<file path="src/spcg_pkg.sv">
package spcg_pkg;
   // register offsets on the plain register port
   localparam logic [3:0] SPCG_OFF_CTRL     = 4'h0;
   localparam logic [3:0] SPCG_OFF_DIV_LOW  = 4'h1;
   localparam logic [3:0] SPCG_OFF_DIV_HIGH = 4'h2;
   localparam logic [3:0] SPCG_OFF_STATUS   = 4'h3;
   // control register field positions
   localparam int SPCG_BIT_SYNC_MODE  = 0;
   localparam int SPCG_BIT_DOUBLE     = 1;
   localparam int SPCG_BIT_XCK_DIR    = 2;
   localparam int SPCG_BIT_POLARITY   = 3;
   localparam int SPCG_BIT_POWER_GATE = 4;
   localparam int SPCG_CTRL_W         = 5;
   // status register field positions
   localparam int SPCG_BIT_ST_MODE    = 0;
   localparam int SPCG_BIT_ST_XCK     = 2;
   localparam int SPCG_BIT_ST_ACTIVE  = 3;
   // values after reset: port held inactive by its power gate
   localparam logic [4:0]  SPCG_CTRL_RESET = 5'h10;
   localparam logic [11:0] SPCG_DIV_RESET  = 12'h000;
   // divide ratios and recovery state counts
   localparam int SPCG_DIV_NORMAL = 16;
   localparam int SPCG_DIV_DOUBLE = 8;
   localparam int SPCG_DIV_SYNC   = 2;
   localparam int SPCG_DIV_BITS   = 12;
   localparam int SPCG_STATE_W    = 5;
   // clock modes
   typedef enum logic [1:0] {
      SPCG_MODE_ASYNC_NORMAL,
      SPCG_MODE_ASYNC_DOUBLE,
      SPCG_MODE_SYNC_MASTER,
      SPCG_MODE_SYNC_SLAVE
   } spcg_mode_t;
endpackage

</file>
<file path="src/spcg_div_if.sv">
`timescale 1ns/1ps
`default_nettype none
interface spcg_div_if;
   import spcg_pkg::*;
   logic                    tick;
   logic                    clear;
   logic [SPCG_STATE_W-1:0] modulus;
   logic [SPCG_STATE_W-1:0] state;
   logic                    wrap;
   modport ctl (output tick, output clear, output modulus,
                input state, input wrap);
   modport cnt (input tick, input clear, input modulus,
                output state, output wrap);
endinterface
`default_nettype wire

</file>
<file path="src/spcg_tick_div.sv">
`timescale 1ns/1ps
`default_nettype none
module spcg_tick_div
   import spcg_pkg::*;
(
   // clock and reset
   input  wire logic clk,
   input  wire logic rst_n,
   // counting port
   spcg_div_if.cnt   div
);
   logic [SPCG_STATE_W-1:0] state_reg;
   logic [SPCG_STATE_W-1:0] last_state;

   // last state before wrapping back to zero
   assign last_state = div.modulus - 5'h01;

   // state counter advanced once per base tick
   always_ff @(posedge clk or negedge rst_n)
   begin
      if (!rst_n)
         state_reg <= 5'h00;
      else if (div.clear)
         state_reg <= 5'h00;
      else if (div.tick)
      begin
         if (state_reg >= last_state)
            state_reg <= 5'h00;
         else
            state_reg <= state_reg + 5'h01;
      end
   end

   // combinational wrap: caller registers it before any output
   assign div.state = state_reg;
   assign div.wrap  = div.tick && !div.clear && (state_reg >= last_state);
endmodule
`default_nettype wire

</file>
<file path="src/spcg_clock_gen.sv">
// Overview of operation
// - four clock modes; sync_mode_select picks asynchronous or synchronous
// - in sync mode xfer_clk_direction picks master (internal) or slave
// - transfer clock pin used only in synchronous mode, ignored otherwise
// - baud counter reloads at zero and on every low-byte write
// - one baud pulse per zero count: rate is clock over divisor plus one
// - baud divisor is twelve bits split over a high and low byte
// - transmit clock is baud pulse, or slave edges in slave mode, over 16, 8 or 2 by mode
// - receiver takes baud pulse, or slave edges in slave mode, directly and runs 16, 8 or 2 states
// - double_speed acts only in asynchronous mode, ignored when synchronous
// - double-speed receive uses 8 samples per bit instead of 16
// - slave clock is synchronised then edge detected, two clocks delay
// - pin is clock output as master, input as slave, same edges
// - sample on the transfer clock edge opposite the data change edge
// - polarity clear: change rising, sample falling; set: the reverse
// - port inactive while its power gate bit is set
`timescale 1ns/1ps
`default_nettype none
module spcg_clock_gen
   import spcg_pkg::*;
#(
   parameter int DIV_BITS = SPCG_DIV_BITS
)
(
   // clock and reset
   input  wire logic                     clk,
   input  wire logic                     rst_n,
   // register port
   input  wire logic [3:0]               reg_addr,
   input  wire logic [7:0]               reg_wdata,
   input  wire logic                     reg_wr,
   input  wire logic                     reg_rd,
   output var  logic [7:0]               reg_rdata,
   // transfer clock pin
   input  wire logic                     xfer_clk_pin_in,
   output var  logic                     xfer_clk_pin_out,
   output var  logic                     xfer_clk_pin_oe_n,
   // base clocks to transmitter and receiver
   output var  logic                     tx_clk_en,
   output var  logic                     rx_base_clock,
   output var  logic [SPCG_STATE_W-1:0]  rx_sample_state,
   output var  logic                     rx_bit_done,
   // synchronous edge strobes
   output var  logic                     sync_change_en,
   output var  logic                     sync_sample_en,
   // mode seen by the rest of the port
   output var  logic [1:0]               clock_mode
);
   import spcg_pkg::*;

   logic [SPCG_CTRL_W-1:0] ctrl_reg;
   logic [DIV_BITS-1:0]    baud_divisor_reg;
   logic [DIV_BITS-1:0]    baud_cnt_reg;
   logic                   baud_tick;
   logic                   port_active;
   logic                   sync_mode_select;
   logic                   double_speed;
   logic                   xfer_clk_direction;
   logic                   sync_clk_polarity;
   spcg_mode_t             mode;
   logic                   wr_ctrl;
   logic                   wr_low;
   logic                   wr_high;
   logic                   xck_meta_reg;
   logic                   xck_sync_reg;
   logic                   xck_prev_reg;
   logic                   ext_rise;
   logic                   ext_fall;
   logic                   xck_out_reg;
   logic                   xck_out_next;
   logic                   int_rise;
   logic                   int_fall;
   logic                   clk_rise;
   logic                   clk_fall;
   logic                   tx_src_tick;
   logic                   rx_src_tick;
   logic [SPCG_STATE_W-1:0] tx_modulus;
   logic [SPCG_STATE_W-1:0] rx_modulus;

   spcg_div_if tx_div ();
   spcg_div_if rx_div ();

   // write decode
   assign wr_ctrl = reg_wr && (reg_addr == SPCG_OFF_CTRL);
   assign wr_low  = reg_wr && (reg_addr == SPCG_OFF_DIV_LOW);
   assign wr_high = reg_wr && (reg_addr == SPCG_OFF_DIV_HIGH);

   // control register fields
   assign sync_mode_select   = ctrl_reg[SPCG_BIT_SYNC_MODE];
   assign double_speed       = ctrl_reg[SPCG_BIT_DOUBLE];
   assign xfer_clk_direction = ctrl_reg[SPCG_BIT_XCK_DIR];
   assign sync_clk_polarity  = ctrl_reg[SPCG_BIT_POLARITY];
   assign port_active        = !ctrl_reg[SPCG_BIT_POWER_GATE];

   // control register; power gate set after reset
   always_ff @(posedge clk or negedge rst_n)
   begin
      if (!rst_n)
         ctrl_reg <= SPCG_CTRL_RESET;
      else if (wr_ctrl)
         ctrl_reg <= reg_wdata[SPCG_CTRL_W-1:0];
   end

   // divisor bytes; high nibble only, upper bits dropped
   always_ff @(posedge clk or negedge rst_n)
   begin
      if (!rst_n)
         baud_divisor_reg <= SPCG_DIV_RESET;
      else if (wr_low)
         baud_divisor_reg[7:0] <= reg_wdata;
      else if (wr_high)
         baud_divisor_reg[DIV_BITS-1:8] <= reg_wdata[DIV_BITS-9:0];
   end

   // mode selection from the three setting bits
   always_comb
   begin
      if (!sync_mode_select)
      begin
         if (double_speed)
            mode = SPCG_MODE_ASYNC_DOUBLE;
         else
            mode = SPCG_MODE_ASYNC_NORMAL;
      end
      else if (xfer_clk_direction)
         mode = SPCG_MODE_SYNC_MASTER;
      else
         mode = SPCG_MODE_SYNC_SLAVE;
   end

   // baud down-counter; the low byte write reloads with the new low byte
   always_ff @(posedge clk or negedge rst_n)
   begin
      if (!rst_n)
         baud_cnt_reg <= SPCG_DIV_RESET;
      else if (!port_active)
         baud_cnt_reg <= baud_divisor_reg;
      else if (wr_low)
         baud_cnt_reg <= {baud_divisor_reg[DIV_BITS-1:8], reg_wdata};
      else if (baud_cnt_reg == '0)
         baud_cnt_reg <= baud_divisor_reg;
      else
         baud_cnt_reg <= baud_cnt_reg - DIV_BITS'(1);
   end

   // one pulse per zero count gives clk / (divisor + 1)
   assign baud_tick = port_active && !wr_low
                      && (baud_cnt_reg == '0);

   // external clock: two-stage synchroniser, then edge detector
   always_ff @(posedge clk or negedge rst_n)
   begin
      if (!rst_n)
      begin
         xck_meta_reg <= 1'b0;
         xck_sync_reg <= 1'b0;
         xck_prev_reg <= 1'b0;
      end
      else
      begin
         xck_meta_reg <= xfer_clk_pin_in;
         xck_sync_reg <= xck_meta_reg;
         xck_prev_reg <= xck_sync_reg;
      end
   end

   // edges seen only in slave mode; pin ignored otherwise
   assign ext_rise = (mode == SPCG_MODE_SYNC_SLAVE) && port_active
                     && xck_sync_reg && !xck_prev_reg;
   assign ext_fall = (mode == SPCG_MODE_SYNC_SLAVE) && port_active
                     && !xck_sync_reg && xck_prev_reg;

   // master clock level toggles on each baud pulse, idles at polarity
   always_comb
   begin
      if (mode != SPCG_MODE_SYNC_MASTER || !port_active)
         xck_out_next = sync_clk_polarity;
      else if (baud_tick)
         xck_out_next = !xck_out_reg;
      else
         xck_out_next = xck_out_reg;
   end

   // internal copy of the level for edge decode
   always_ff @(posedge clk or negedge rst_n)
   begin
      if (!rst_n)
         xck_out_reg <= 1'b0;
      else
         xck_out_reg <= xck_out_next;
   end

   // internal edges: the register takes the new level next cycle
   assign int_rise = (mode == SPCG_MODE_SYNC_MASTER) && baud_tick
                     && !xck_out_reg;
   assign int_fall = (mode == SPCG_MODE_SYNC_MASTER) && baud_tick
                     && xck_out_reg;

   // same edge relation for master and slave roles
   assign clk_rise = int_rise || ext_rise;
   assign clk_fall = int_fall || ext_fall;

   // pin drive: output only as synchronous master
   always_ff @(posedge clk or negedge rst_n)
   begin
      if (!rst_n)
      begin
         xfer_clk_pin_out  <= 1'b0;
         xfer_clk_pin_oe_n <= 1'b1;
      end
      else
      begin
         xfer_clk_pin_out  <= xck_out_next; // pin edge beside its strobe
         xfer_clk_pin_oe_n <= !(mode == SPCG_MODE_SYNC_MASTER
                                && port_active);
      end
   end

   // change and sample strobes; polarity swaps the two edges
   always_ff @(posedge clk or negedge rst_n)
   begin
      if (!rst_n)
      begin
         sync_change_en <= 1'b0;
         sync_sample_en <= 1'b0;
      end
      else if (!sync_clk_polarity)
      begin
         sync_change_en <= clk_rise;
         sync_sample_en <= clk_fall;
      end
      else
      begin
         sync_change_en <= clk_fall;
         sync_sample_en <= clk_rise;
      end
   end

   // transmitter divide ratio by mode
   always_comb
   begin
      case (mode)
         SPCG_MODE_ASYNC_NORMAL:
            tx_modulus = 5'(SPCG_DIV_NORMAL);
         SPCG_MODE_ASYNC_DOUBLE:
            tx_modulus = 5'(SPCG_DIV_DOUBLE);
         SPCG_MODE_SYNC_MASTER:
            tx_modulus = 5'(SPCG_DIV_SYNC);
         default:
            tx_modulus = 5'(SPCG_DIV_SYNC);
      endcase
   end

   // receiver state count by mode; double speed halves the samples
   always_comb
   begin
      case (mode)
         SPCG_MODE_ASYNC_NORMAL:
            rx_modulus = 5'(SPCG_DIV_NORMAL);
         SPCG_MODE_ASYNC_DOUBLE:
            rx_modulus = 5'(SPCG_DIV_DOUBLE);
         default:
            rx_modulus = 5'(SPCG_DIV_SYNC);
      endcase
   end

   // slave mode: baud output is cut off, external edges only
   assign tx_src_tick = (mode == SPCG_MODE_SYNC_SLAVE)
                        ? (ext_rise || ext_fall) : baud_tick;
   assign rx_src_tick = tx_src_tick;

   // transmit divider
   assign tx_div.tick    = tx_src_tick;
   assign tx_div.clear   = wr_ctrl || !port_active;
   assign tx_div.modulus = tx_modulus;

   spcg_tick_div u_tx_div (
      .clk   (clk),
      .rst_n (rst_n),
      .div   (tx_div.cnt)
   );

   // receive recovery state counter
   assign rx_div.tick    = rx_src_tick;
   assign rx_div.clear   = wr_ctrl || !port_active;
   assign rx_div.modulus = rx_modulus;

   spcg_tick_div u_rx_div (
      .clk   (clk),
      .rst_n (rst_n),
      .div   (rx_div.cnt)
   );

   // registered base clocks; slight latency traded for clean outputs
   always_ff @(posedge clk or negedge rst_n)
   begin
      if (!rst_n)
      begin
         tx_clk_en       <= 1'b0;
         rx_base_clock   <= 1'b0;
         rx_bit_done     <= 1'b0;
         rx_sample_state <= 5'h00;
      end
      else
      begin
         tx_clk_en       <= tx_div.wrap;
         rx_base_clock   <= rx_src_tick;
         rx_bit_done     <= rx_div.wrap;
         rx_sample_state <= rx_div.state;
      end
   end

   // current mode for the rest of the port
   always_ff @(posedge clk or negedge rst_n)
   begin
      if (!rst_n)
         clock_mode <= 2'h0;
      else
         clock_mode <= mode;
   end

   // read data valid only in the cycle after the strobe
   always_ff @(posedge clk or negedge rst_n)
   begin
      if (!rst_n)
         reg_rdata <= 8'h00;
      else if (!reg_rd)
         reg_rdata <= 8'h00;
      else
      begin
         case (reg_addr)
            SPCG_OFF_CTRL:
               reg_rdata <= {3'h0, ctrl_reg};
            SPCG_OFF_DIV_LOW:
               reg_rdata <= baud_divisor_reg[7:0];
            SPCG_OFF_DIV_HIGH:
               reg_rdata <= {4'h0, baud_divisor_reg[DIV_BITS-1:8]};
            SPCG_OFF_STATUS:
               reg_rdata <= {4'h0, port_active, xck_sync_reg, mode};
            default:
               reg_rdata <= 8'h00; // unmapped reads as zero
         endcase
      end
   end
endmodule
`default_nettype wire

</file>
<file path="config.mk">
export PLATFORM = sky130hd
export DESIGN_NAME = spcg_clock_gen
export DESIGN_NICKNAME = d
export VERILOG_FILES = /design/src/spcg_pkg.sv /design/src/spcg_div_if.sv /design/src/spcg_tick_div.sv /design/src/spcg_clock_gen.sv
export SDC_FILE = /design/constraint.sdc
export NUM_CORES = 1
export LEC_CHECK = 0
export ABC_CLOCK_PERIOD_IN_PS = 3310
export BUFFER_PORTS_ARGS = -buffer_cell sky130_fd_sc_hd__buf_2
export CELL_PAD_IN_SITES_DETAIL_PLACEMENT = 0
export CELL_PAD_IN_SITES_GLOBAL_PLACEMENT = 2
export CORE_AREA = 2 2 107 109
export CTS_CLUSTER_DIAMETER = 60
export DETAILED_ROUTE_END_ITERATION = 8
export DIE_AREA = 0 0 109 111
export GPL_ROUTABILITY_DRIVEN = 1
export GPL_TIMING_DRIVEN = 0
export PLACE_DENSITY = 0.74
export SLEW_MARGIN = 20
export SYNTH_ARGS = -nofsm -noshare
export SYNTH_HDL_FRONTEND = slang
export SYNTH_HIERARCHICAL = 1
export SYNTH_SLANG_ARGS = --single-unit
export TNS_END_PERCENT = 10
</file>
<file path="constraint.sdc">
create_clock -name clk -period 3.31 [get_ports clk]
set_clock_uncertainty 0.1 [all_clocks]
set_input_delay 0 -clock clk [delete_from_list [all_inputs] [get_ports clk]]
set_output_delay 0 -clock clk [all_outputs]
set_load 0.005 [all_outputs]
</file>
==> results_dict.tcl, run 1 <==
set metrics [dict create \
    status "finished clean" \
    grtUsageMet2 0.179 \
    ctsRootBufferMaster "clkbuf_16" \
    core-area_um2 11100 \
    clock.fmax_ghz 0.366 \
    syn_inst 283 \
    dieArea_um2 12100 \
    yosysTopAreaCell "dfrtp_1" \
    viasPerCell 4.55 \
    top_usage_layer "met1" \
    netlist_area_um2 3210 \
    final_core_util 0.368 \
    endpoint_kind "register" \
    finalMaxSlewViolations 0 \
    cap_viol_max_count 0 \
    grt-ovfl-total 0 \
    cts_max_level 3 \
    io_buffers 36 \
    yosysUniqueCellTypes 47 \
    clock_path_buffers 2 \
    wl_um 6910 \
    rsz0062_at_grt "false" \
    ys_async_sr_fraction 1.00 \
    p_leak_nw 1.85 \
    numCtsBuffers 9 \
    clkTransAtPathRegs_ps 50 \
    layout_setup_ws_ps 580 \
    synth.area.top_cells "dfrtp_1 (48%), ha_1 (6.2%), xnor2_1 (4.6%)" \
    dieHeight_um 111 \
    vdd_drop_max_mv 0.267 \
    drt-initial-drc-count 66 \
    total_power_mw 2.68 \
    insertion_delay_ps 330 \
    min_period_over_period 0.825 \
    crit_required_ps 3470 \
    cts_sinks 64 \
    critPathMaxFanout 9 \
    post_drt_wl_per_cell_um 13.7 \
    cp-start-kind "register" \
    fin_nets 388 \
    synth_edf_count 0 \
    ys.flop_type "dfrtp_1" \
    ios 39 \
    cts_tree "built" \
    timing_hold_violations_final 0 \
    fin_crit_ps 2730 \
    antenna_found_initial 0 \
    ys_seq_area_frac 0.500 \
    initial_core_util 0.290 \
    setup_violations 0 \
    yosysWarnings 6 \
    drive_gt1_frac 0.250 \
    synth-seq-cells 64 \
    finalSetupTns_ps 0 \
    gr-usage-met1 0.189 \
    num_vias 2289 \
    post-place-ws_ps 422 \
    tightest_slew_ps 1090 \
    syn2layout_area_growth_pct 27.1 \
    die_x_um 109 \
    grt_max_degree 34 \
    diodes 0 \
    gp_congestion 0.740 \
    grt_pass1_wl_um 11800 \
    post_cts_buffers 0 \
    synth_top_cell_area_share 0.484 \
    hold_path_class "input port to register" \
    fill_cells 1104 \
    max_slew_margin 0.269 \
    p_per_area_nw_per_um2 658 \
    antenna_left 0 \
    hpwl_um 5210 \
    first_pass_iters 4 \
    path_class "register to register" \
    grt_pass1_vias 2284 \
    syn_area_per_cell_um2 11.3 \
    cp.arrival_ps 2890 \
    drc 0 \
    rows 39 \
    met3_usage 0.0300 \
    grt_usage 0.128 \
]
logic make-up after synthesis:
group,after synthesis,synth area share
AO/OA/AOI/OAI,41,0.0960
XOR/XNOR,22,0.0601
other,1,0.00117
multiplexers,19,0.0819
AND/OR/NAND/NOR,95,0.165
buffers and inverters,25,0.0335
flip-flops,64,0.500
adder cells (fa/ha/maj),16,0.0624
timing repair:
item	in CTS	in global routing
hold buffers	15	0
gates resized for setup	0	1
hold endpoints to repair	93	0
setup endpoints to repair	0	4
cells in the final DEF, fill, tap and decap left out, drive strengths merged, types with 4 or more instances in the layout:
master,n
buf,41
mux2,12
nor2b,5
a21oi,9
xor2,5
nor2,16
xnor2,17
nand3,7
and3,4
conb,10
inv,19
dlygate4sd3,15
dfrtp,62
mux4,4
o21ai,12
nand2b,6
a22o,8
ha,16
nor3b,4
nand2,25
o221ai,8
clkbuf,15
nor3,11
synth_stat cells, types with 2 or more instances:
cell,instances
nor3b_1,4
inv_1,19
o221ai_1,8
mux4_2,4
and3_1,3
xor2_1,5
nor4_1,2
a41oi_1,2
nor2_1,15
mux2i_1,3
nor3_1,10
a22o_1,8
nand4_1,3
ha_1,16
or4b_1,2
clkbuf_1,2
nor2b_1,5
nand3_1,7
mux2_2,10
nor4b_1,3
a21oi_2,2
o21ai_0,10
or2_2,2
dfrtp_1,62
o21ai_2,2
nand2_1,25
nand2b_1,5
a21oi_1,6
buf_2,2
xnor2_1,17
dfstp_2,2
mux2_4,2
per-stage QoR:
step                      area, um2  hold WS [ps]  std cells
after global routing           4080          43.9        503
final                          4080          19.6        503
after floorplan                3240          -396        292
after detailed placement       3620          -129        472
after global placement         3600          13.9        471
after CTS                      4070          14.1        503
critical path, cell delays in order (launching register included):
cell and delay (ps):
dfrtp_1 420, inv_1 100, ha_1 150, nor4b_1 370
and3_4 320, nand2_1 80, a21oi_2 330, nand2b_1 120
nor3_1 460, a22o_1 210
report_power, final:
part	total, mW	internal, mW	switching, mW	leakage [nW]
combinational	0.641	0.331	0.310	0.881
sequential	1.10	0.942	0.156	0.820
clock	0.944	0.621	0.323	0.150
routing by layer:
layer  routed length, um  part of all wire  vias to the layer above
met1                3570              0.52                     1098
met4                 135             0.020                        0
met2                2950              0.43                       42
met5                   0                 0                        -
li1                    -                 -                     1140
met3                 254             0.037                        9
cell type report:
type                            instances  area [um2]  area share
Sequential cell                        64        1600       0.393
Tap cell                              143         179      0.0439
Clock inverter                          3        40.0     0.00982
Timing Repair Buffer                   52         353      0.0865
Clock buffer                           13         260      0.0638
Buffer                                  6        36.3     0.00890
Inverter                               19        71.3      0.0175
Multi-Input combinational cell        203        1530       0.376
final timing paths:
path                            startpoint                    end  slack [ps]  cells after the start
max in group asynchronous            rst_n  u_tx_div/div.state[3]        2540                      3
min in group asynchronous            rst_n    baud_divisor_reg[3]          50                      2
hold / removal                 reg_addr[0]           reg_rdata[7]          20                      3
setup reg to reg           baud_cnt_reg[0]  u_rx_div/div.state[4]         580                      9
setup / recovery           baud_cnt_reg[0]  u_rx_div/div.state[4]         580                      9
hold reg to reg               xck_meta_reg           xck_sync_reg         250                      0
Power figures use the tool's default switching activity.
==> run 2: changes to the inputs <==
ABC_CLOCK_PERIOD_IN_PS = 2600   (was 3310)
clock period = 2.6 ns   (was 3.31 ns; I/O delays follow)
==> results_dict.tcl, run 2 (synthesized netlist as in run 1, its figures left out) <==
set metrics [dict create \
    max_slew_margin 0.260 \
    switching_share 0.297 \
    drive_gt1_frac 0.270 \
    seqPwrFrac 0.410 \
    ff2ff_path_depth 9 \
    setup_violations 0 \
    clock_path_buffers 2 \
    timing_hold_violations_final 0 \
    whs_path_depth 3 \
    rsz0062_at_grt "true" \
    drt-initial-drc-count 73 \
    fin_area_um2 4130 \
    grt_max_degree 34 \
    drc 0 \
    status "finished clean" \
    cp.arrival_ps 2570 \
    ios 39 \
    cp_cell_sequence "inv_1 -> ha_1 -> nor3b_2 -> xnor2_1 -> ha_1 -> a21oi_2 -> o21ai_2 -> or4b_1 -> a21oi_1" \
    worstSetupStartpoint "ctrl_reg[0]" \
    numCtsBuffers 9 \
    gp_congestion 0.740 \
    stdcell_count 502 \
    p_int_mw 2.43 \
    post_drt_wl_per_cell_um 13.8 \
    die_x_um 109 \
    finalMaxSlewViolations 0 \
    cpPeakStageDelay_ps 480 \
    min-delay-start "reg_addr[0]" \
    grt-ovfl-total 0 \
    num_vias 2305 \
    pwr-share-comb 0.241 \
    grt_pass1_vias 2291 \
    gr-usage-met1 0.188 \
    switching_power_mw 1.03 \
    endpoint_kind "register" \
    dp_cells 472 \
    cts_tree "built" \
    slowest_stage "dfrtp_2" \
    place_area_um2 3620 \
    final_common_cell "dfrtp_1" \
    antenna_found_initial 0 \
    path_class "register to register" \
    crit_required_ps 2750 \
    wl_um 6910 \
    initial_core_util 0.290 \
    total_power_mw 3.45 \
    first_pass_iters 4 \
    min_period_over_period 0.931 \
    ctsRootBufferMaster "clkbuf_16" \
    cts_sinks 64 \
    cap_viol_max_count 0 \
    dieHeight_um 111 \
    vdd_drop_max_mv 0.339 \
    grt_usage 0.128 \
    fin_nets 387 \
    grtUsageMet2 0.180 \
    diodes 0 \
    hpwl_um 5210 \
    met3_usage 0.0300 \
    insertion_delay_ps 330 \
    p_clk_frac 0.349 \
    crit_path_frequent_cell "ha_1" \
    core-area_um2 11100 \
    hold_ws_ps 17.9 \
    reg2reg_from "ctrl_reg[0]" \
    cts_max_level 3 \
    clkTransAtPathRegs_ps 50 \
    final_cell_mix "dfrtp_1 (61), buf_2 (37), nand2_1 (25)" \
    dieArea_um2 12100 \
    fin_crit_ps 2420 \
    p_per_area_nw_per_um2 836 \
    clock.fmax_ghz 0.413 \
    grt_pass1_wl_um 11800 \
    cp-start-kind "register" \
    syn2layout_area_growth_pct 28.6 \
    viasPerCell 4.59 \
    tightest_slew_ps 1100 \
    p_leak_nw 1.86 \
    critPathMaxFanout 13 \
    top_usage_layer "met1" \
    antenna_left 0 \
    rows 39 \
    hold_path_class "input port to register" \
    io_buffers 36 \
]
[run 2: changes by cell type in the layout (fill, tap and decap cells not counted), sizes merged]
cell    previous run  this run
clkbuf            15        14
[run 2: what timing repair did]
item / in CTS / in global routing
setup endpoints to repair: 10 / 10
hold endpoints to repair: 93 / 0
pin swaps: 0 / 2
buffers inserted: 0 / 0
resized for setup: 6 / 5
hold buffers: 15 / 0
[run 2: power by group through the flow]
stage / clock network [mW] / registers [mW] / logic [mW]
floorplan: 0 / 1.36 / 0.607
global placement: 0 / 1.41 / 0.793
detailed placement: 0 / 1.41 / 0.808
CTS: 1.23 / 1.40 / 0.838
global route: 1.27 / 1.46 / 0.953
finish: 1.20 / 1.42 / 0.833
[run 2: layout make-up]
cell class                      count  area [um2]
Sequential cell                    64        1610
Fill cell                        1102        6950
Clock inverter                      3        40.0
Clock buffer                       13         260
Buffer                              5        32.5
Inverter                           19        71.3
Tap cell                          143         179
Timing Repair Buffer               52         353
Multi-Input combinational cell    203        1590
[run 2: metal layers]
layer  wire (um)  vias up
li1            -     1134
met1        3560     1123
met2        2990       40
met3         232        8
met4         134        0
met5           0        -
[run 2: stage by stage]
step / setup slack, ps / utilization / setup TNS, ps
after floorplan: 216 / - / 0
after global placement: -238 / 0.325 / -1900
after detailed placement: -288 / 0.327 / -2430
after CTS: 94.4 / 0.370 / 0
after global routing: -9.96 / 0.373 / -9.96
final: 180 / 0.373 / 0
[run 2: worst paths after layout]
check,endpoint,slack [ps]
max,u_rx_div/div.state[0],180
min,reg_rdata[7],20
max reg2reg,u_rx_div/div.state[0],180
min reg2reg,xck_sync_reg,250
max in group asynchronous,ctrl_reg[0],1820
min in group asynchronous,baud_divisor_reg[3],50
[run 2: worst max-delay path, delay by kind of cell (launching register included)]
family                   cells  cell delay, ps
flip-flops                   1             480
AO/OA/AOI/OAI                3             370
XOR/XNOR                     1             150
AND/OR/NAND/NOR              2             620
buffers and inverters        1              70
adder cells (fa/ha/maj)      2             550
